`config.mk`:
```
export PLATFORM = sky130hd
export DESIGN_NAME = dbm_core
export DESIGN_NICKNAME = d
export VERILOG_FILES = /design/src/hw/dbm_pkg.sv /design/src/hw/dbm_core.sv /design/src/hw/dbm_fifo.sv /design/src/hw/dbm_lane_merge.sv
export SDC_FILE = /design/constraint.sdc
export NUM_CORES = 2
export LEC_CHECK = 0
export BUFFER_PORTS_ARGS = -buffer_cell sky130_fd_sc_hd__buf_2
export CORE_MARGIN = 2
export CORE_UTILIZATION = 30
export DETAILED_ROUTE_END_ITERATION = 10
export PLACE_DENSITY = 0.54
export SYNTH_ARGS = -nofsm -noshare
export SYNTH_HDL_FRONTEND = slang
export SYNTH_SLANG_ARGS = --single-unit
```
`constraint.sdc`:
```
create_clock -name sys_clk_i -period 7.2 [get_ports sys_clk_i]
set_clock_uncertainty 0.1 [all_clocks]
set_input_delay 1.08 -clock sys_clk_i [delete_from_list [all_inputs] [get_ports sys_clk_i]]
set_output_delay 1.08 -clock sys_clk_i [all_outputs]
set_load 0.01 [all_outputs]
```
`src/hw/dbm_pkg.sv`:
```
// Purpose: shared constants for the burst sram write lane masking block
// Assumes: one system clock; both input clock phases arrive as sampled levels
// Notes: organisation codes select lane width and lane count
package dbm_pkg;
   localparam int unsigned ADDR_W = 20;
   localparam int unsigned DATA_W = 36;
   localparam int unsigned SEL_W = 4;
   localparam int unsigned FIFO_DEPTH = 16;
   localparam int unsigned LANE9_W = 9;
   localparam int unsigned NIB_W = 4;
   typedef enum logic [1:0] {
      DBM_ORG_X8 = 2'b00,
      DBM_ORG_X9 = 2'b01,
      DBM_ORG_X18 = 2'b10,
      DBM_ORG_X36 = 2'b11
   } dbm_org_t;
   typedef enum logic [1:0] {
      DBM_ST_IDLE = 2'b00,
      DBM_ST_WAIT = 2'b01,
      DBM_ST_BEAT0 = 2'b10,
      DBM_ST_BEAT1 = 2'b11
   } dbm_state_t;
   localparam logic [SEL_W-1:0] SEL_NONE = 4'hf;
endpackage : dbm_pkg
```
`src/hw/dbm_core.sv`:
```
// Purpose: write path of a two beat burst sram with per lane write masking
// Assumes: clk_true_i and clk_comp_i are levels sampled on sys_clk_i
// Notes: read beats are a small model of the output launch only
//
// How it works
// [RULE1] write starts at load low, select low
// [RULE2] x8: nibble selects gate bits 3:0, 7:4
// [RULE3] x18: selects gate bits 8:0 and 17:9
// [RULE4] x9: one select gates whole beat
// [RULE5] x36: four selects gate nine bit lanes
// [RULE6] all selects high writes nothing
// [RULE7] each clock edge captures own beat, mask
// [RULE8] beat masks may differ within one write
// [RULE9] beat one to A, beat two A+1
// [RULE10] read beats launch on both clock rises
// [RULE11] powers up deselected, outputs tristated
// [RULE12] controller parks clocks high when stopped
// [RULE13] selects ignored outside write data beats
`timescale 1ns/100ps
`default_nettype none
module dbm_core #(
   parameter int unsigned ADDR_W = dbm_pkg::ADDR_W,
   parameter int unsigned DATA_W = dbm_pkg::DATA_W,
   parameter int unsigned SEL_W = dbm_pkg::SEL_W,
   parameter int unsigned FIFO_DEPTH = dbm_pkg::FIFO_DEPTH,
   parameter int unsigned MEM_WORDS = 64
) (
   input wire logic sys_clk_i,
   input wire logic rst_b_i,
   input wire dbm_pkg::dbm_org_t org_i,
   input wire logic clk_true_i,
   input wire logic clk_comp_i,
   input wire logic load_strobe_n_i,
   input wire logic read_write_select_i,
   input wire logic [ADDR_W-1:0] addr_i,
   input wire logic [DATA_W-1:0] wdata_i,
   input wire logic [SEL_W-1:0] byte_write_select_n_i,
   output logic [DATA_W-1:0] rdata_o,
   output logic rdata_oe_n_o,
   output logic busy_o,
   output logic ready_o
);
   localparam int unsigned MW = $clog2(MEM_WORDS);
   localparam int unsigned BEAT_W = ADDR_W + DATA_W + SEL_W;

   // read launch steps; two wait steps give a latency of two and a half input cycles
   typedef enum logic [2:0] {
      DBM_RD_IDLE = 3'b000,
      DBM_RD_T1 = 3'b001,
      DBM_RD_T2 = 3'b010,
      DBM_RD_BEAT0 = 3'b011,
      DBM_RD_BEAT1 = 3'b100
   } dbm_rd_state_t;

   dbm_pkg::dbm_state_t state, next_state;
   dbm_rd_state_t rd_state, next_rd_state;
   logic last_true, last_comp, next_last_true, next_last_comp;
   logic [ADDR_W-1:0] wr_addr, next_wr_addr;
   logic [ADDR_W-1:0] rd_addr, next_rd_addr;
   logic [DATA_W-1:0] rdata, next_rdata;
   logic rdata_oe_n, next_rdata_oe_n;
   logic busy, next_busy;
   logic ready, next_ready;
   logic true_rise, comp_rise;
   logic beat_valid, beat_ready;
   logic [BEAT_W-1:0] beat_in, beat_out;
   logic q_valid, q_ready;
   logic [ADDR_W-1:0] q_addr;
   logic [DATA_W-1:0] q_data, merged;
   logic [SEL_W-1:0] q_sel;
   logic q_any;
   logic [DATA_W-1:0] mem [MEM_WORDS];

   function automatic logic [MW-1:0] word_index(input logic [ADDR_W-1:0] a);
      word_index = MW'(a);
   endfunction : word_index

   // burst partner address; wraps within the address width
   function automatic logic [ADDR_W-1:0] burst_next(input logic [ADDR_W-1:0] a);
      burst_next = ADDR_W'(a + 1'b1);
   endfunction : burst_next

   // a load is taken only on a true rise; rw picks read or write
   function automatic logic load_taken(input logic rise, input logic ld_n, input logic rw,
                                       input logic want_read);
      load_taken = rise && !ld_n && (rw == want_read);
   endfunction : load_taken

   always_comb begin
      true_rise = clk_true_i && !last_true;
      comp_rise = clk_comp_i && !last_comp;
      next_last_true = clk_true_i;
      next_last_comp = clk_comp_i;
   end

   // reset assumes parked high clocks, so no false rise follows reset
   always_ff @(posedge sys_clk_i or negedge rst_b_i) begin
      if (!rst_b_i) begin
         last_true <= 1'b1;
         last_comp <= 1'b1;
      end else begin
         last_true <= next_last_true;
         last_comp <= next_last_comp;
      end
   end

   // write sequencer: load, wait for the comp rise, beat on true rise then comp rise
   always_comb begin
      next_state = state;
      next_wr_addr = wr_addr;
      beat_valid = 1'b0;
      beat_in = '0;
      case (state)
         dbm_pkg::DBM_ST_IDLE: begin
            if (load_taken(true_rise, load_strobe_n_i, read_write_select_i, 1'b0)) begin
               next_wr_addr = addr_i; // RULE1
               next_state = dbm_pkg::DBM_ST_WAIT;
            end
         end
         dbm_pkg::DBM_ST_WAIT: begin
            // the comp rise of the address cycle carries no data
            if (comp_rise) begin
               next_state = dbm_pkg::DBM_ST_BEAT0;
            end
         end
         dbm_pkg::DBM_ST_BEAT0: begin
            if (true_rise) begin
               // selects sampled only here and in the next beat
               beat_valid = 1'b1; // RULE7 RULE13
               beat_in = {wr_addr, wdata_i, byte_write_select_n_i}; // RULE9
               next_state = dbm_pkg::DBM_ST_BEAT1;
            end
         end
         dbm_pkg::DBM_ST_BEAT1: begin
            if (comp_rise) begin
               beat_valid = 1'b1; // RULE7 RULE8
               beat_in = {burst_next(wr_addr), wdata_i, byte_write_select_n_i}; // RULE9
               next_state = dbm_pkg::DBM_ST_IDLE;
            end
         end
         default: begin
            next_state = dbm_pkg::DBM_ST_IDLE;
         end
      endcase
      if (state == dbm_pkg::DBM_ST_BEAT1 && comp_rise && true_rise) begin
         next_state = dbm_pkg::DBM_ST_IDLE;
      end
   end

   always_ff @(posedge sys_clk_i or negedge rst_b_i) begin
      if (!rst_b_i) begin
         state <= dbm_pkg::DBM_ST_IDLE;
         wr_addr <= '0;
      end else begin
         state <= next_state;
         wr_addr <= next_wr_addr;
      end
   end

   // read beats: load at true rise t, wait for the true rises of t+1 and t+2,
   // first word on the following comp rise, second word on the true rise of t+3
   always_comb begin
      next_rd_state = rd_state;
      next_rd_addr = rd_addr;
      next_rdata = rdata;
      next_rdata_oe_n = rdata_oe_n;
      case (rd_state)
         DBM_RD_IDLE: begin
            if (load_taken(true_rise, load_strobe_n_i, read_write_select_i, 1'b1)) begin
               next_rd_addr = addr_i;
               next_rd_state = DBM_RD_T1;
            end else if (comp_rise) begin
               // bus released one comp rise after the last word
               next_rdata_oe_n = 1'b1; // RULE11
            end
         end
         DBM_RD_T1: begin
            if (true_rise) begin
               next_rd_state = DBM_RD_T2;
            end
         end
         DBM_RD_T2: begin
            if (true_rise) begin
               next_rd_state = DBM_RD_BEAT0;
            end
         end
         DBM_RD_BEAT0: begin
            if (comp_rise) begin
               next_rdata = mem[word_index(rd_addr)]; // RULE10
               next_rdata_oe_n = 1'b0;
               next_rd_state = DBM_RD_BEAT1;
            end
         end
         DBM_RD_BEAT1: begin
            if (true_rise) begin
               next_rdata = mem[word_index(burst_next(rd_addr))]; // RULE10
               next_rd_state = DBM_RD_IDLE;
            end
         end
         default: begin
            next_rd_state = DBM_RD_IDLE;
         end
      endcase
   end

   always_ff @(posedge sys_clk_i or negedge rst_b_i) begin
      if (!rst_b_i) begin
         rd_state <= DBM_RD_IDLE;
         rd_addr <= '0;
         rdata <= '0;
         rdata_oe_n <= 1'b1; // RULE11
      end else begin
         rd_state <= next_rd_state;
         rd_addr <= next_rd_addr;
         rdata <= next_rdata;
         rdata_oe_n <= next_rdata_oe_n;
      end
   end

   // status is registered so every output leaves a flip-flop; ready lags one cycle
   always_comb begin
      next_busy = (state != dbm_pkg::DBM_ST_IDLE) || q_valid || (rd_state != DBM_RD_IDLE);
      next_ready = beat_ready;
   end

   always_ff @(posedge sys_clk_i or negedge rst_b_i) begin
      if (!rst_b_i) begin
         busy <= 1'b0;
         ready <= 1'b1;
      end else begin
         busy <= next_busy;
         ready <= next_ready;
      end
   end

   dbm_fifo #(
      .WIDTH(BEAT_W),
      .DEPTH(FIFO_DEPTH)
   ) u_fifo (
      .sys_clk_i(sys_clk_i),
      .rst_b_i(rst_b_i),
      .in_valid_i(beat_valid),
      .in_ready_o(beat_ready),
      .in_data_i(beat_in),
      .out_valid_o(q_valid),
      .out_ready_i(q_ready),
      .out_data_o(beat_out)
   );

   assign {q_addr, q_data, q_sel} = beat_out;
   // array update stalls only while read words launch, so beats queued by an
   // earlier write still land during the read latency and the read sees them
   assign q_ready = (rd_state != DBM_RD_BEAT0) && (rd_state != DBM_RD_BEAT1);

   dbm_lane_merge #(
      .DATA_W(DATA_W),
      .SEL_W(SEL_W)
   ) u_merge (
      .org_i(org_i),
      .old_i(mem[word_index(q_addr)]),
      .new_i(q_data),
      .sel_n_i(q_sel),
      .word_o(merged),
      .any_o(q_any)
   );

   always_ff @(posedge sys_clk_i) begin
      if (q_valid && q_ready && q_any) begin
         mem[word_index(q_addr)] <= merged; // RULE6
      end
   end

   assign rdata_o = rdata;
   assign rdata_oe_n_o = rdata_oe_n;
   assign busy_o = busy;
   assign ready_o = ready;
endmodule : dbm_core
`default_nettype wire

```
`src/hw/dbm_fifo.sv`:
```
// Purpose: write beat queue between capture and array update
// Assumes: synchronous to sys_clk_i
// Notes: full drops in_ready_o; drain side may stall
`timescale 1ns/100ps
`default_nettype none
module dbm_fifo #(
   parameter int unsigned WIDTH = 8,
   parameter int unsigned DEPTH = 16
) (
   input wire logic sys_clk_i,
   input wire logic rst_b_i,
   input wire logic in_valid_i,
   output logic in_ready_o,
   input wire logic [WIDTH-1:0] in_data_i,
   output logic out_valid_o,
   input wire logic out_ready_i,
   output logic [WIDTH-1:0] out_data_o
);
   localparam int unsigned PW = $clog2(DEPTH);
   logic [WIDTH-1:0] mem [DEPTH];
   logic [PW-1:0] wr_ptr, rd_ptr, next_wr_ptr, next_rd_ptr;
   logic [PW:0] count, next_count;
   logic push, pop;

   always_comb begin
      push = in_valid_i && (count != (PW+1)'(DEPTH));
      pop = (count != '0) && out_ready_i;
      next_wr_ptr = push ? PW'(wr_ptr + 1'b1) : wr_ptr;
      next_rd_ptr = pop ? PW'(rd_ptr + 1'b1) : rd_ptr;
      next_count = count;
      if (push && !pop) begin
         next_count = (PW+1)'(count + 1'b1);
      end else if (pop && !push) begin
         next_count = (PW+1)'(count - 1'b1);
      end
   end

   always_ff @(posedge sys_clk_i or negedge rst_b_i) begin
      if (!rst_b_i) begin
         wr_ptr <= '0;
         rd_ptr <= '0;
         count <= '0;
      end else begin
         wr_ptr <= next_wr_ptr;
         rd_ptr <= next_rd_ptr;
         count <= next_count;
      end
   end

   // storage carries no reset so it maps to plain ram
   always_ff @(posedge sys_clk_i) begin
      if (push) begin
         mem[wr_ptr] <= in_data_i;
      end
   end

   assign in_ready_o = (count != (PW+1)'(DEPTH));
   assign out_valid_o = (count != '0);
   assign out_data_o = mem[rd_ptr];
endmodule : dbm_fifo
`default_nettype wire

```
`src/hw/dbm_lane_merge.sv`:
```
// Purpose: merges one masked data beat into an array word
// Assumes: selects are active low, one per lane
// Notes: purely combinational
`timescale 1ns/100ps
`default_nettype none
module dbm_lane_merge #(
   parameter int unsigned DATA_W = 36,
   parameter int unsigned SEL_W = 4
) (
   input wire dbm_pkg::dbm_org_t org_i,
   input wire logic [DATA_W-1:0] old_i,
   input wire logic [DATA_W-1:0] new_i,
   input wire logic [SEL_W-1:0] sel_n_i,
   output logic [DATA_W-1:0] word_o,
   output logic any_o
);
   logic [DATA_W-1:0] keep;

   always_comb begin
      keep = '1;
      for (int i = 0; i < DATA_W; i++) begin
         case (org_i)
            dbm_pkg::DBM_ORG_X8: begin
               if (i < 2 * dbm_pkg::NIB_W) begin
                  keep[i] = sel_n_i[i / dbm_pkg::NIB_W]; // RULE2
               end
            end
            dbm_pkg::DBM_ORG_X9: begin
               if (i < dbm_pkg::LANE9_W) begin
                  keep[i] = sel_n_i[0]; // RULE4
               end
            end
            dbm_pkg::DBM_ORG_X18: begin
               if (i < 2 * dbm_pkg::LANE9_W) begin
                  keep[i] = sel_n_i[i / dbm_pkg::LANE9_W]; // RULE3
               end
            end
            default: begin
               keep[i] = sel_n_i[i / dbm_pkg::LANE9_W]; // RULE5
            end
         endcase
      end
      word_o = (old_i & keep) | (new_i & ~keep);
      any_o = (keep != '1); // RULE6
   end
endmodule : dbm_lane_merge
`default_nettype wire

```
Yosys cells after proc, flatten, opt, wreduce, memory -nomap -nowiden
Memory sizes are Yosys's and may differ from the RTL's.
Index checks and enable logic that the tools add are counted.
- muxes and demuxes: 36
- add/subtract/negate cells: 6
- eq/ne operators: 24
- reductions and logical operators: 37
- bitwise logic cells: 5
- operator list (operator ; count):
    $mux 60 ; 2
    $pmux 60 s2 ; 1
    $and 36x36->36 ; 2
    $mux 36 ; 2
    $pmux 36 s2 ; 1
    $ne 36x36->1 const B ; 1
    $not 36->36 ; 1
    $or 36x36->36 ; 1
    $add 20x1->20 const B ; 1
    $mux 3 ; 5
    $pmux 3 s5 ; 1
    $mux 1 ; 14
    $ne 2x2->1 const B ; 7
    $logic_and 1x1->1 ; 13
    $ne 3x3->1 const B ; 4
    $mux 2 ; 5
    $mux 5 ; 2
    $add 4x1->4 const B ; 2
    $pmux 2 s4 ; 1
    $reduce_and 4->1 ; 2
    $reduce_bool 2->1 ; 4
    $add 6x1->6 const B ; 1
    $eq 2x2->1 const B ; 3
    $eq 3x2->1 const B ; 2
    other kinds (20) ; 30
- bits in writable memories: 3264
- output and inout port bits: 39
- logic and storage cells: 123
- bits of input ports: 68
- register bits: 85
- memories kept: 2
- memories (memory ; depth ; width ; rd ports ; clocked after Yosys merged registers in ; wr ports ; RTL line ; text):
    mem ; 64 ; 36 ; 3 ; 0 ; 1 ; dbm_core.sv:72 ; logic [DATA_W-1:0] mem [MEM_WORDS];
    u_fifo.mem ; 16 ; 60 ; 1 ; 0 ; 1 ; dbm_fifo.sv:20 ; logic [WIDTH-1:0] mem [DEPTH];

Depth between registers and ports, before layout
- word-level depth: 9
- mapped depth: 15
- depth with buffers taken out: 13

By module
Synthesis repeated with hierarchy kept, for this count alone.
- cells, all modules: 9449
- area, all modules: 161542.4 um2
- by module, submodules not included (module ; instances ; cells an instance ; area each (um2) ; sequential area each (um2)):
    dbm_core ; 1 ; 7592 ; 123424.6 ; 70993.1
    dbm_fifo ; 1 ; 1809 ; 37627.3 ; 29153.0
    dbm_lane_merge ; 1 ; 48 ; 490.5 ; 0.0

Worst setup path before layout
No wires, ideal clock.
- kind: input-to-reg
- start: in clk_true_i
- end: mem u_fifo.mem[4][0] in the netlist's numbering, enable pin
- library setup time: 506 ps
- arrival: 5418 ps
- path buffers: 2
- stages: 8
- required time: 6594 ps
- path slack: 1176 ps
- cells stage by stage: nor2b_1 -> and2_1 -> clkbuf_1 -> or2_2 -> and2_1 -> clkbuf_1 -> nand2_1 -> nor3_1
- cells in the longest elaborated chain, start to end: 6
- ends and longest elaborated chain (what ; RTL line ; text):
    from (decl) ; dbm_core.sv:31 ; input wire logic clk_true_i,
    $logic_and 1x1->1 ; dbm_core.sv:90 ; true_rise = clk_true_i && !last_true;
    $mux 1 ; dbm_core.sv:127 ; if (true_rise) begin
    $pmux 1 s2 ; dbm_core.sv:113 ; case (state)
    $logic_and 1x1->1 ; dbm_fifo.sv:26 ; push = in_valid_i && (count != (PW+1)'(DEPTH));
    named net u_fifo.push ; dbm_fifo.sv:23 ; logic push, pop;
    $mux 1 ; dbm_fifo.sv:52 ; if (push) begin
    $mux 1 (implied by the code) ; dbm_fifo.sv:53 ; mem[wr_ptr] <= in_data_i;
    to (decl) ; dbm_fifo.sv:20 ;
The timed path passes the listed nets, and every way through them passes these cells.

Final worst setup path
- start: reg u_fifo.rd_ptr[0]
- end: mem mem[44][3] (netlist: mem[22][3]) (data pin)
- cells in the longest elaborated chain, start to end: 4
- elaborated cells between the ends (all ways): 6
- those cells by class: bitwise (4); memory (2)
- ends and longest elaborated chain (what ; RTL line ; text):
    from (decl) ; dbm_fifo.sv:21 ; logic [PW-1:0] wr_ptr, rd_ptr, next_wr_ptr, next_rd_ptr;
    from (signal assigned) ; dbm_fifo.sv:45 ; rd_ptr <= next_rd_ptr;
    $mem_v2 16x60 (*) ; - ;
    $mem_v2 64x36 or $not 36->36 (tied branches) ; - ;
    $and 36x36->36 ; dbm_lane_merge.sv:43 ; word_o = (old_i & keep) | (new_i & ~keep);
    $or 36x36->36 (*) ; dbm_lane_merge.sv:43 ;
    named net merged[3] ; dbm_core.sv:69 ; logic [DATA_W-1:0] q_data, merged;
    to (decl) ; dbm_core.sv:72 ;
The timed path passes the listed nets; every way through them passes the cells marked *.

==> impl_metrics.json <==
{
  "antenna_found_initial": 47,
  "drv_cap": 1,
  "hold_path.class": "input port to asynchronous set/reset pin",
  "layout-area-overhead-vs-synth_pct": 15.74,
  "start_kind": "register",
  "place_ws_ns": 0.9024,
  "wire_per_inst_um": 41.89,
  "grt_max_degree": 148,
  "max_freq_mhz": 158.3,
  "setup_viol": 0,
  "final_hold_viol_count": 0,
  "clockBufferDepth": 4,
  "end_kind": "register",
  "ys_top_cells_by_count": "3040 x edfxtp_1, 1781 x mux4_2, 555 x nand2_1, 462 x a22oi_1, 394 x clkbuf_1",
  "dp_hpwl_um": 371500,
  "overflow": 0,
  "syn_inst": 8374,
  "synth_top_area_cell": "edfxtp_1",
  "relSlewSlack": 0.006729,
  "worstPathArrival_ns": 6.95,
  "rsz0062_at_grt": "false",
  "cts_num_sinks": 3111,
  "viasPerCell": 6.621,
  "grt_pass1_wl_um": 877700,
  "io-pin-count": 107,
  "ys_seq_area_frac": 0.6055,
  "ant_nets": 0,
  "synth.most_common_cell": "edfxtp_1",
  "grtUsageTotal": 0.2450,
  "clk-insertion-delay-late_ns": 1.02,
  "synth_edf_count": 3040,
  "drc_errors": 0,
  "fin_nets": 8659,
  "vias": 103400,
  "initial_core_util": 0.3015,
  "worstMarginPinSlew_ns": 1.486,
  "syn-mean-instance-area_um2": 18.35,
  "first_pass_iters": 7,
  "row_count": 262,
  "wl_um": 654500,
  "port_buffers": 92,
  "synth_top_area_share": 0.5939,
  "cts_buffers": 340,
  "syn_area_um2": 153700,
  "clkTransAtPathRegs_ns": 0.06,
  "setup-tns-final_ns": 0,
  "period_minus_slack_ns": 6.317,
  "die-area_um2": 518100,
  "setup_slack_ns": 0.8833,
  "period_share": 0.8773,
  "die_w_um": 719.8,
  "run_status": "complete, but fails checks",
  "maxSlewViolCount": 0,
  "h-tree-depth": 5,
  "die_y_um": 719.8,
  "path_class": "register to register",
  "place.gp.congestion": 0.9072,
  "detail_route.iter0.violations": 19160,
  "first_global_vias": 99880,
  "crit_required_ns": 7.83,
  "postCtsSetupBuffers": 0,
  "ys.flop_type": "edfxtp_1",
  "violations": "max-capacitance violations",
  "reg2reg_slack_ns": 0.88,
  "core_area_um2": 509800,
  "synth.distinct_cells": 79,
  "drive_above_1_share": 0.3542,
  "cts.repair.resized": 0,
  "yosys_warnings": 0,
  "cts_hold_buf": 0,
  "ys_top_cells_by_area": "edfxtp_1 59%, mux4_2 26%, a22oi_1 2.3%",
  "synth-seq-cells": 3111,
  "syn-num-nets": 8459,
  "cp_max_fo": 48,
  "cts_tree": "done",
  "async_reset_ff_frac": 0.02282,
  "cts-root-buf": "clkbuf_16"
}
-- cell usage in the layout (no fill, tap or decap), types with 19 or more instances in the layout --
cell	count
and3_1	19
a41oi_1	51
a31oi_1	75
nor3_1	24
bufinv_16	35
a211oi_1	55
mux4_2	1781
clkinv_1	84
clkbuf_1	66
nand3_1	182
clkinv_2	52
mux2i_1	125
buf_4	368
buf_2	91
mux2_2	78
edfxtp_1	3040
clkbuf_16	347
nor2_4	77
a22o_1	68
o22ai_1	21
o21ai_0	147
a22oi_1	462
a221oi_1	125
nand4_1	21
diode_2	36
buf_12	147
dfrtp_1	57
nand2_1	551
nor2_1	72
a21oi_1	202
and2_1	48
-- sequential cells by signal (all words and copies together) (netlist names) --
register       count
busy_o             1
mem             2304
rdata_oe_n_o       1
rd_state           3
u_fifo.count       5
rd_addr            6
ready_o            1
rdata_o           36
u_fifo.wr_ptr      4
u_fifo.rd_ptr      4
last_comp          1
last_true          1
u_fifo.mem       736
state              2
wr_addr            6
-- metal layers --
layer,up-vias,part of all wire,track usage
met2,9424,0.43,0.3594
met1,54740,0.35,0.3124
met5,-,0.00076,0.003606
met3,2196,0.14,0.08719
li1,37050,-,-
met4,34,0.069,0.1433
-- metrics by stage --
step	instances	utilization	area (µm²)	hold slack (ns)
3_5_place_dp	14960	0.3272	166800	0.3703
3_3_place_gp	14960	0.3272	166800	0.3671
5_1_grt	15590	0.3488	177800	0.05351
6_report	15620	0.3490	177900	0.01335
4_1_cts	15590	0.3488	177800	0.01250
2_1_floorplan	8374	-	153700	0.3265
-- layout make-up --
type	count	area, µm²
clock inverter	206	2041
tap	6732	8423
fill	47060	331900
antenna	36	90.09
clock buffer	417	8986
inverter	17	63.81
sequential	3111	93110
timing repair buffer	607	6172
multi-input combinational	4497	59000
-- worst max-delay path, cell delays in order (launching register included) --
cell and delay [ns]:
dfrtp_4 1.01, buf_4 0.47, mux2i_2 0.46, mux2i_4 0.36, buf_4 0.27, nor2_4 1.11, buf_4 0.55, a32oi_1 0.15
and3_1 0.24, nor4_1 0.46, buf_4 0.21, a41oi_4 0.27, buf_12 0.31
-- kinds of logic after synthesis --
kind of cell	count (synthesis)	synth area share
adder cells (fa/ha/maj)	17	0.001433
multiplexers	1991	0.2755
buffers and inverters	766	0.02051
flip-flops	3111	0.6055
AO/OA/AOI/OAI	1396	0.06518
XOR/XNOR	17	0.0009687
AND/OR/NAND/NOR	1076	0.03086
-- worst paths after layout --
path                                  start               end  cells after the start
max                        u_fifo.rd_ptr[0]        mem[22][3]                     12
min                                 rst_b_i       rdata_o[28]                      1
max reg2reg                u_fifo.rd_ptr[0]        mem[22][3]                     12
min reg2reg                     rdata_o[23]       rdata_o[23]                      2
max in group asynchronous           rst_b_i  u_fifo.rd_ptr[0]                      2
min in group sys_clk_i           clk_true_i         last_true                      1
Power is not shown: default switching activity piles up to over one toggle a cycle in this logic, so the estimate is an artifact.
